[config.mk]
export PLATFORM = sky130hd
export DESIGN_NAME = shp_port
export DESIGN_NICKNAME = d
export VERILOG_FILES = /design/src/shp_pkg.sv /design/src/shp_sync_if.sv /design/src/shp_sync.sv /design/src/shp_port.sv
export SDC_FILE = /design/constraint.sdc
export NUM_CORES = 1
export LEC_CHECK = 0
export BUFFER_PORTS_ARGS = -buffer_cell sky130_fd_sc_hd__buf_2
export CORE_MARGIN = 2
export CORE_UTILIZATION = 40
export CTS_BUF_LIST = sky130_fd_sc_hd__clkbuf_4 sky130_fd_sc_hd__clkbuf_8
export DETAILED_ROUTE_END_ITERATION = 7
export SLEW_MARGIN = 20
export SYNTH_ARGS = -nofsm -noshare
export SYNTH_HDL_FRONTEND = slang
export SYNTH_SLANG_ARGS = --single-unit
[constraint.sdc]
create_clock -name sys_clk -period 5 [get_ports sys_clk]
set_clock_uncertainty 0.15 [all_clocks]
set_input_delay 0.25 -clock sys_clk [delete_from_list [all_inputs] [get_ports sys_clk]]
set_output_delay 0.25 -clock sys_clk [all_outputs]
set_load 0.01 [all_outputs]
[src/shp_pkg.sv]
// Constants and types for the serial host register port
// Operation
// - Port works only while interface select is low; high hands pins to JTAG.
// - Four wires: serial in, serial out, active-low chip select, burst clock.
// - Command word is 16 bits, MSB first: read flag, step flag, 12-bit address.
// - Device samples command bits on the rising serial clock edge.
// - Read flag one selects a read, zero selects a write.
// - With address step each later data word goes to the next address.
// - Unused command bits may be zero; the device ignores them.
// - Read MSB appears on the first fall after the command's last rising edge, then one per fall.
// - Serial output is a combinational copy of serial input during writes.
// - Every chained device with chip select and interface select low stores the same write.
package shp_pkg;
  localparam int WORD_W = 16;
  localparam int ADDR_W = 12;
  localparam int CNT_W = 4;
  // Command word field positions
  localparam int CMD_RW_BIT = 15;
  localparam int CMD_STEP_BIT = 12;
  localparam int CMD_ADDR_MSB = 11;
  localparam logic [CNT_W-1:0] LAST_BIT = 4'hF;
  localparam logic [ADDR_W-1:0] ADDR_ONE = 12'h001;
  localparam logic [WORD_W-1:0] WORD_ZERO = 16'h0000;
  localparam logic [ADDR_W-1:0] ADDR_ZERO = 12'h000;
  // Host-side gap the device relies on, not timed by the device
  localparam real WRITE_GAP_NS = 37.1;
  // Synchronised pin lanes
  localparam int SYNC_W = 4;
  localparam int LANE_SCLK = 0;
  localparam int LANE_CSN = 1;
  localparam int LANE_HOST_SERIAL_IN = 2;
  localparam int LANE_JSEL = 3;
  // Gray codes along idle -> command -> data
  typedef enum logic [1:0] {
    SHP_IDLE = 2'b00,
    SHP_CMD = 2'b01,
    SHP_DATA = 2'b11
  } shp_state_t;
endpackage : shp_pkg

[src/shp_sync_if.sv]
// Synchronised pin levels and edges passed between port modules
`timescale 1ns/100ps
interface shp_sync_if;
  logic [shp_pkg::SYNC_W-1:0] lvl;
  logic [shp_pkg::SYNC_W-1:0] rise;
  logic [shp_pkg::SYNC_W-1:0] fall;
  modport src (output lvl, output rise, output fall);
  modport dst (input lvl, input rise, input fall);
endinterface : shp_sync_if

[src/shp_sync.sv]
// Two-flop synchroniser with edge detection for the host pins
`timescale 1ns/100ps
module shp_sync (
  input wire logic sys_clk,
  input wire logic resetn,
  input wire logic [shp_pkg::SYNC_W-1:0] raw,
  shp_sync_if.src o
);
  logic [shp_pkg::SYNC_W-1:0] meta;
  logic [shp_pkg::SYNC_W-1:0] stab;
  logic [shp_pkg::SYNC_W-1:0] prev;

  // Lanes reset to their idle levels: clock low, the others high.
  // A clock lane reset high would show a false fall after reset.
  always_ff @(posedge sys_clk or negedge resetn) begin
    if (!resetn) begin
      meta <= 4'hE;
      stab <= 4'hE;
      prev <= 4'hE;
    end else begin
      meta <= raw;
      stab <= meta;
      prev <= stab;
    end
  end

  assign o.lvl = stab;
  assign o.rise = stab & ~prev;
  assign o.fall = ~stab & prev;
endmodule : shp_sync

[src/shp_port.sv]
// Serial host register port: command decode, register access, chain output
`timescale 1ns/100ps
module shp_port (
  input wire logic sys_clk,
  input wire logic resetn,
  input wire logic jtag_select,
  input wire logic host_chip_sel_n,
  input wire logic host_sclk,
  input wire logic host_serial_in,
  output logic chain_serial_out,
  output logic port_active,
  output logic [shp_pkg::ADDR_W-1:0] reg_addr,
  output logic [shp_pkg::WORD_W-1:0] reg_wdata,
  output logic reg_wr,
  output logic reg_rd,
  input wire logic [shp_pkg::WORD_W-1:0] reg_rdata
);
  // ----------------------------------------------------------------
  // Pin synchronisation
  // ----------------------------------------------------------------
  shp_sync_if sif ();

  shp_sync u_sync (
    .sys_clk(sys_clk),
    .resetn(resetn),
    .raw({jtag_select, host_serial_in, host_chip_sel_n, host_sclk}),
    .o(sif.src)
  );

  logic sclk_rise;
  logic sclk_fall;
  logic cs_n_s;
  logic host_serial_in_s;
  logic jsel_s;
  logic selected;
  assign sclk_rise = sif.rise[shp_pkg::LANE_SCLK];
  assign sclk_fall = sif.fall[shp_pkg::LANE_SCLK];
  assign cs_n_s = sif.lvl[shp_pkg::LANE_CSN];
  assign host_serial_in_s = sif.lvl[shp_pkg::LANE_HOST_SERIAL_IN];
  assign jsel_s = sif.lvl[shp_pkg::LANE_JSEL];
  assign selected = !jsel_s && !cs_n_s;

  // ----------------------------------------------------------------
  // Transaction state
  // ----------------------------------------------------------------
  shp_pkg::shp_state_t state, next_state;
  logic [shp_pkg::CNT_W-1:0] cnt, next_cnt;
  logic [shp_pkg::WORD_W-1:0] sh_in, next_sh_in;
  logic [shp_pkg::WORD_W-1:0] tx, next_tx;
  logic [shp_pkg::ADDR_W-1:0] ptr, next_ptr;
  logic rw, next_rw;
  logic step, next_step;
  logic drive, next_drive;
  logic first_fall, next_first_fall;
  logic next_port_active;
  logic [shp_pkg::ADDR_W-1:0] next_reg_addr;
  logic [shp_pkg::WORD_W-1:0] next_reg_wdata;
  logic next_reg_wr;
  logic next_reg_rd;
  logic [shp_pkg::WORD_W-1:0] word;

  assign word = {sh_in[shp_pkg::WORD_W-2:0], host_serial_in_s};

  always_comb begin
    next_state = state;
    next_cnt = cnt;
    next_sh_in = sh_in;
    next_tx = tx;
    next_ptr = ptr;
    next_rw = rw;
    next_step = step;
    next_drive = drive;
    next_first_fall = first_fall;
    next_port_active = !jsel_s;
    next_reg_addr = reg_addr;
    next_reg_wdata = reg_wdata;
    next_reg_wr = 1'b0;
    next_reg_rd = 1'b0;
    // Register data answers in the cycle of the read strobe
    if (reg_rd) begin
      next_tx = reg_rdata;
      next_first_fall = 1'b1;
    end
    if (!selected) begin
      // Chip select high aborts any partial word
      next_state = shp_pkg::SHP_IDLE;
      next_cnt = '0;
      next_drive = 1'b0;
      next_first_fall = 1'b0;
    end else begin
      unique case (state)
        shp_pkg::SHP_IDLE, shp_pkg::SHP_CMD: begin
          next_state = shp_pkg::SHP_CMD;
          if (sclk_rise) begin
            next_sh_in = word;
            next_cnt = shp_pkg::CNT_W'(cnt + 4'h1);
            if (cnt == shp_pkg::LAST_BIT) begin
              // Bits 14..13 are never looked at
              next_rw = word[shp_pkg::CMD_RW_BIT];
              next_step = word[shp_pkg::CMD_STEP_BIT];
              next_ptr = word[shp_pkg::CMD_ADDR_MSB:0];
              next_state = shp_pkg::SHP_DATA;
              if (word[shp_pkg::CMD_RW_BIT]) begin
                next_reg_addr = word[shp_pkg::CMD_ADDR_MSB:0];
                next_reg_rd = 1'b1;
                next_ptr = word[shp_pkg::CMD_ADDR_MSB:0] + shp_pkg::ADDR_ONE;
              end
            end
          end
        end
        shp_pkg::SHP_DATA: begin
          if (sclk_rise) begin
            next_sh_in = word;
            next_cnt = shp_pkg::CNT_W'(cnt + 4'h1);
            if (cnt == shp_pkg::LAST_BIT) begin
              if (!rw) begin
                // Every selected device in the chain stores this write
                next_reg_addr = ptr;
                next_reg_wdata = word;
                next_reg_wr = 1'b1;
                next_ptr = ptr + shp_pkg::ADDR_ONE;
              end else if (step) begin
                next_reg_addr = ptr;
                next_reg_rd = 1'b1;
                next_ptr = ptr + shp_pkg::ADDR_ONE;
              end
              if (!step) begin
                next_state = shp_pkg::SHP_CMD;
                next_drive = 1'b0;
              end
            end
          end else if (sclk_fall && rw) begin
            // First fall after a word boundary shows the MSB, later falls shift
            if (first_fall) begin
              next_drive = 1'b1;
              next_first_fall = 1'b0;
            end else begin
              next_tx = {tx[shp_pkg::WORD_W-2:0], 1'b0};
            end
          end
        end
      endcase
    end
  end

  always_ff @(posedge sys_clk or negedge resetn) begin
    if (!resetn) begin
      state <= shp_pkg::SHP_IDLE;
      cnt <= '0;
      sh_in <= shp_pkg::WORD_ZERO;
      tx <= shp_pkg::WORD_ZERO;
      ptr <= shp_pkg::ADDR_ZERO;
      rw <= 1'b0;
      step <= 1'b0;
      drive <= 1'b0;
      first_fall <= 1'b0;
      port_active <= 1'b0;
      reg_addr <= shp_pkg::ADDR_ZERO;
      reg_wdata <= shp_pkg::WORD_ZERO;
      reg_wr <= 1'b0;
      reg_rd <= 1'b0;
    end else begin
      state <= next_state;
      cnt <= next_cnt;
      sh_in <= next_sh_in;
      tx <= next_tx;
      ptr <= next_ptr;
      rw <= next_rw;
      step <= next_step;
      drive <= next_drive;
      first_fall <= next_first_fall;
      port_active <= next_port_active;
      reg_addr <= next_reg_addr;
      reg_wdata <= next_reg_wdata;
      reg_wr <= next_reg_wr;
      reg_rd <= next_reg_rd;
    end
  end

  // ----------------------------------------------------------------
  // Chain output
  // ----------------------------------------------------------------
  // Loop-through stays unclocked so chained devices see no added latency
  always_comb begin
    if (!port_active) begin
      chain_serial_out = 1'b0;
    end else if (drive) begin
      chain_serial_out = tx[shp_pkg::WORD_W-1];
    end else begin
      chain_serial_out = host_serial_in;
    end
  end
endmodule : shp_port

==> impl_metrics.ini, run 1 <==
[clocking]
cts.sinks = 93
post_cts_buffers = 0
ctsResizeCount = 0
cts_max_level = 3
clockBufferDepth = 2
cts_buffers = 9
path_clk_slew_ns = 0.09
cts_tree = built
clockRootBuffer = clkbuf_8
hold_buffers = 6
clk_latency_ns = 0.36

[critical_path]
required_ns = 5.10
worstSetupPathType = flip-flop to flip-flop
crit_slowest_cell = nor3_4
crit_chain = nand2_1 > nor3_4 > mux2_2
reg2reg_depth = 3
critical-path-max-stage-delay_ns = 0.90
crit_path_max_fanout = 30
crit_path_end_kind = flip-flop
critPathLaunchType = flip-flop
cp.arrival_ns = 2.76

[final_layout]
finish.net_count = 465
diodes = 0
area_delta_synth_final_pct = 14.3
final_layout_size_suffix_gt1_share_pct = 28.8
final_cell_mix = dfrtp_1, nand2_1, buf_2
layout_commonest_cell = dfrtp_1

[power]
p_per_area_nw_per_um2 = 300
p_total_mw = 1.48
p_leak_nw = 2.31
vdd_drop_max_uv = 150

[routing]
drt-pass1-iter-count = 5
wl_mm = 8.25
via_per_inst = 5.13
antenna_left = 0
wl_per_cell_um = 14.2
drc = 0
drt_iter0_drc = 194
via_count = 2978

[sta]
setup_viol = 0
hold_viol = 0
tightest_slew_ns = 1.01
rsz0062_at_grt = no
finalMaxSlewViolations = 0
fin_crit_sh_pct = 53.1
relSlewSlack_pct = 32.8
fmax_mhz = 376
tns_ns = 0
fin_crit_ns = 2.66
timing.hold.ws_ns = 0.0264

[synthesis]
synth-seq-area-share_pct = 54.1
postSynthNetCount = 419
ys_top_cells_by_area = dfrtp_1, mux2_2, nand2_1
netlist.area_leader.share_pct = 50.4
synth.area.mux_share_pct = 16.8
synth.avg_cell_area_um2 = 11.0
synth_edf_count = 0
ys.flop_type = dfrtp_1
synth_cells = 394
synth_compound_gate_area_share_pct = 8.92
mappedNetlistArea_um2 = 4320
synthSimpleGateAreaFrac_pct = 13.2
synth_top_area_cell = dfrtp_1
synth_top_family_by_area = multiplexers
synthArstFlopShare_pct = 100
ys_warn_count = 0
synthAdderAreaFrac_pct = 0.869
synth-xor-area-share_pct = 2.84
ys_ff_latch = 93
synth_cell_type_count = 47

[floorplan]
pin_count = 54
dieArea_um2 = 11600
row_count = 37
core_um2 = 10400
die_x_um = 108
start_util_pct = 41.5
die_h_um = 108

[placement]
io_buffers = 53
hpwl_mm = 5.60
place.gp.congestion = 0.812

[run_status]
status = completed

[global_route]
track_usage_pct = 15.5
grt_pass1_wl_mm = 14.0
grt_max_degree = 50
grt_pass1_vias = 2827
antenna_found_initial = 0
overflow = 0

[min_path]
min_path_type = input port to flip-flop
whs_path_depth = 3

[job]
drv_cap = 0
layout make-up:
| cell class | count | area [um2] |
|---|---|---|
| Clock buffer | 11 | 151 |
| Clock inverter | 5 | 81.3 |
| Fill cell | 992 | 5480 |
| Inverter | 3 | 11.3 |
| Multi-Input combinational cell | 272 | 1840 |
| Sequential cell | 93 | 2330 |
| Tap cell | 136 | 170 |
| Timing Repair Buffer | 61 | 343 |
flip-flops by register name (all words and copies together), names as in the netlist, 2 cells and up:
| name | cells |
|---|---|
| cnt | 4 |
| reg_addr | 12 |
| tx | 16 |
| sh_in | 15 |
| u_sync.meta | 4 |
| ptr | 12 |
| u_sync.o.lvl | 4 |
| state | 2 |
| reg_wdata | 16 |
synthesized netlist by cell type (4+ instances only):
cell type	number
a21oi_1	17
mux2_2	35
nand3_1	10
o21ai_0	23
nor3_1	4
clkbuf_1	17
dfrtp_1	87
nand2_1	70
mux2i_1	18
dfstp_2	6
nor2_1	22
buf_2	4
xor2_1	10
nand4_1	7
mux2_4	10
buf_6	4
xnor2_1	4
critical path: cells and delay by family, from the launching register on:
family        cells  cell delay [ns]
mux               1             0.41
simple gates      2             1.52
flops             1             0.46
path summary, 6_finish.rpt:
kind,from,end,slack (ns)
hold / removal,reg_rdata[12],tx[12],0.03
setup reg to reg,state[1],reg_wdata[5],2.34
hold reg to reg,u_sync.meta[3],u_sync.o.lvl[3],0.21
setup / recovery,state[1],reg_wdata[5],2.34
min in group asynchronous,resetn,reg_wdata[12],0.26
max in group asynchronous,resetn,reg_addr[2],3.41
stage by stage:
stage / cells / util [%] / setup WS (ns) / area, um2
final: 581 / 47.4 / 2.34 / 4930
after global routing: 581 / 47.4 / 2.16 / 4930
after CTS: 581 / 47.3 / 2.32 / 4930
after detailed placement: 559 / 44.5 / 2.35 / 4640
after global placement: 559 / 44.5 / 2.38 / 4640
after floorplan: 394 / - / 2.99 / 4320
layer usage:
metal	routed length, um	global-route usage (%)
met1	4140	23.0
met2	3630	22.0
met3	344	2.78
met4	132	6.87
met5	0	0
report_power, final:
group	switching (mW)	internal, mW
Clock	0.268	0.310
Sequential	0.0425	0.773
Combinational	0.0447	0.0438
Total	0.355	1.13
cells by family after synthesis:
group / count (synthesis)
buf+inv: 29
fa+ha+maj: 3
xor+xnor: 14
compound gates: 64
simple gates: 128
mux: 63
flops: 93
(Power assumes the default switching activity.)
==> run 2: changes to the inputs <==
clock period = 2.6 ns   (was 5 ns; I/O delays follow)
==> run 2 against run 1 <==
Compared with the run above:
- worst setup slack lost 1.9 ns
- clock power grew 55%
- register-to-register slack lost 1.9 ns
- global-route usage is 0.72 points higher
- final cell count grew 3.8%
- via count grew 4.7%
- maximum frequency rose by 22%
- final area increased by 3.0%
- critical path depth is 4 higher
- first-iteration DRC count down 27%
- highest routed layer unchanged
==> impl_metrics.ini, run 2 (same netlist as run 1, synthesis figures left out) <==
[final_layout]
final_layout_size_suffix_gt1_share_pct = 28.7
final_cell_mix = dfrtp_1, nand2_1, buf_2
design_area_um2 = 5080
reg_top3 = reg_wdata: 16 flops, tx: 16 flops, sh_in: 15 flops
finish.net_count = 487
diodes = 0
area_delta_synth_final_pct = 17.7
layout_commonest_cell = dfrtp_1
stdcell_count = 603

[clocking]
clockBufferDepth = 2
post_cts_buffers = 0
cts_max_level = 3
clk_latency_ns = 0.36
cts_buffers = 9
path_clk_slew_ns = 0.09
clockRootBuffer = clkbuf_8
cts.sinks = 93
cts_tree = built
ctsResizeCount = 0
hold_buffers = 21

[routing]
via_count = 3118
drc = 0
via_per_inst = 5.17
drt_iter0_drc = 142
antenna_left = 0
drt-pass1-iter-count = 7
wl_mm = 8.69
wl_per_cell_um = 14.4

[sta]
fin_ws_ns = 0.427
tns_ns = 0
fin_crit_sh_pct = 83.6
rsz0062_at_grt = no
hold_viol = 0
fmax_mhz = 460
fin_crit_ns = 2.17
tightest_slew_ns = 0.900
relSlewSlack_pct = 39.8
finalMaxSlewViolations = 0
setup_viol = 0
timing.hold.ws_ns = 0.135

[floorplan]
dieArea_um2 = 11600
row_count = 37
start_util_pct = 41.5
core_um2 = 10400
pin_count = 54
die_h_um = 108
die_x_um = 108

[min_path]
min_path_type = input port to asynchronous set/reset pin

[global_route]
grt_max_degree = 45
track_usage_pct = 16.2
grt_pass1_wl_mm = 15.0
grt_pass1_vias = 2993
antenna_found_initial = 0
overflow = 0

[job]
drv_cap = 0

[critical_path]
worstSetupPathType = flip-flop to flip-flop
crit_slowest_cell = dfrtp_1
crit_path_max_fanout = 17
crit_buf_inv = 1
crit_chain = ha_1 > nand3_1 > nor2_1 > nand2_1 > nor3_4 > buf_4 > mux2_2
cpLargestDelayFamily = simple AND/OR/NAND/NOR gates
cp.arrival_ns = 2.27
critical-path-max-stage-delay_ns = 0.40
required_ns = 2.70
crit_path_end_kind = flip-flop
critPathLaunchType = flip-flop

[placement]
dpl_cell_area_um2 = 4690
dp_slack_ns = 0.463
placedCellCount = 566
hpwl_mm = 5.86
place.gp.congestion = 0.859
io_buffers = 53

[power]
p_leak_nw = 2.38
p_per_area_nw_per_um2 = 523
vdd_drop_max_uv = 303

[run_status]
status = completed
## run 2: layer usage
layer / vias to the layer above / track usage [%] / share of wire [%]
met5: - / 0 / 0
met2: 74 / 24.0 / 45
li1: 1513 / - / -
met4: 0 / 5.40 / 1.1
met3: 8 / 3.27 / 4.6
met1: 1523 / 23.7 / 49
## run 2: metrics by stage
| stage | utilization (%) | power [mW] |
|---|---|---|
| after floorplan | - | 1.68 |
| after CTS | 48.8 | 2.69 |
| after detailed placement | 45.0 | 1.77 |
| final | 48.8 | 2.66 |
| after global placement | 45.0 | 1.76 |
| after global routing | 48.8 | 2.78 |
## run 2: path summary, 6_finish.rpt
path | start | end | slack (ns) | cells past startpoint
worst min register to register | u_sync.meta[0] | u_sync.o.lvl[0] | 0.21 | 0
worst max-delay path | cnt[0] | reg_wdata[7] | 0.43 | 7
worst max register to register | cnt[0] | reg_wdata[7] | 0.43 | 7
worst min-delay path | resetn | sh_in[14] | 0.14 | 2
max in group asynchronous | resetn | ptr[8] | 1.46 | 3
min in group sys_clk | u_sync.meta[0] | u_sync.o.lvl[0] | 0.21 | 0
## run 2: power by group
| part | switching, mW | internal (mW) | total [mW] |
|---|---|---|---|
| Combinational | 0.0869 | 0.102 | 0.188 |
| Clock | 0.511 | 0.384 | 0.896 |
| Sequential | 0.0881 | 1.49 | 1.57 |
## run 2: layout make-up
type	instances	area (um2)
fill	978	5330
sequential	93	2330
multi-input combinational	272	1840
timing repair buffer	83	546
tap	136	170
clock buffer	11	145
clock inverter	5	36.3
inverter	3	11.3
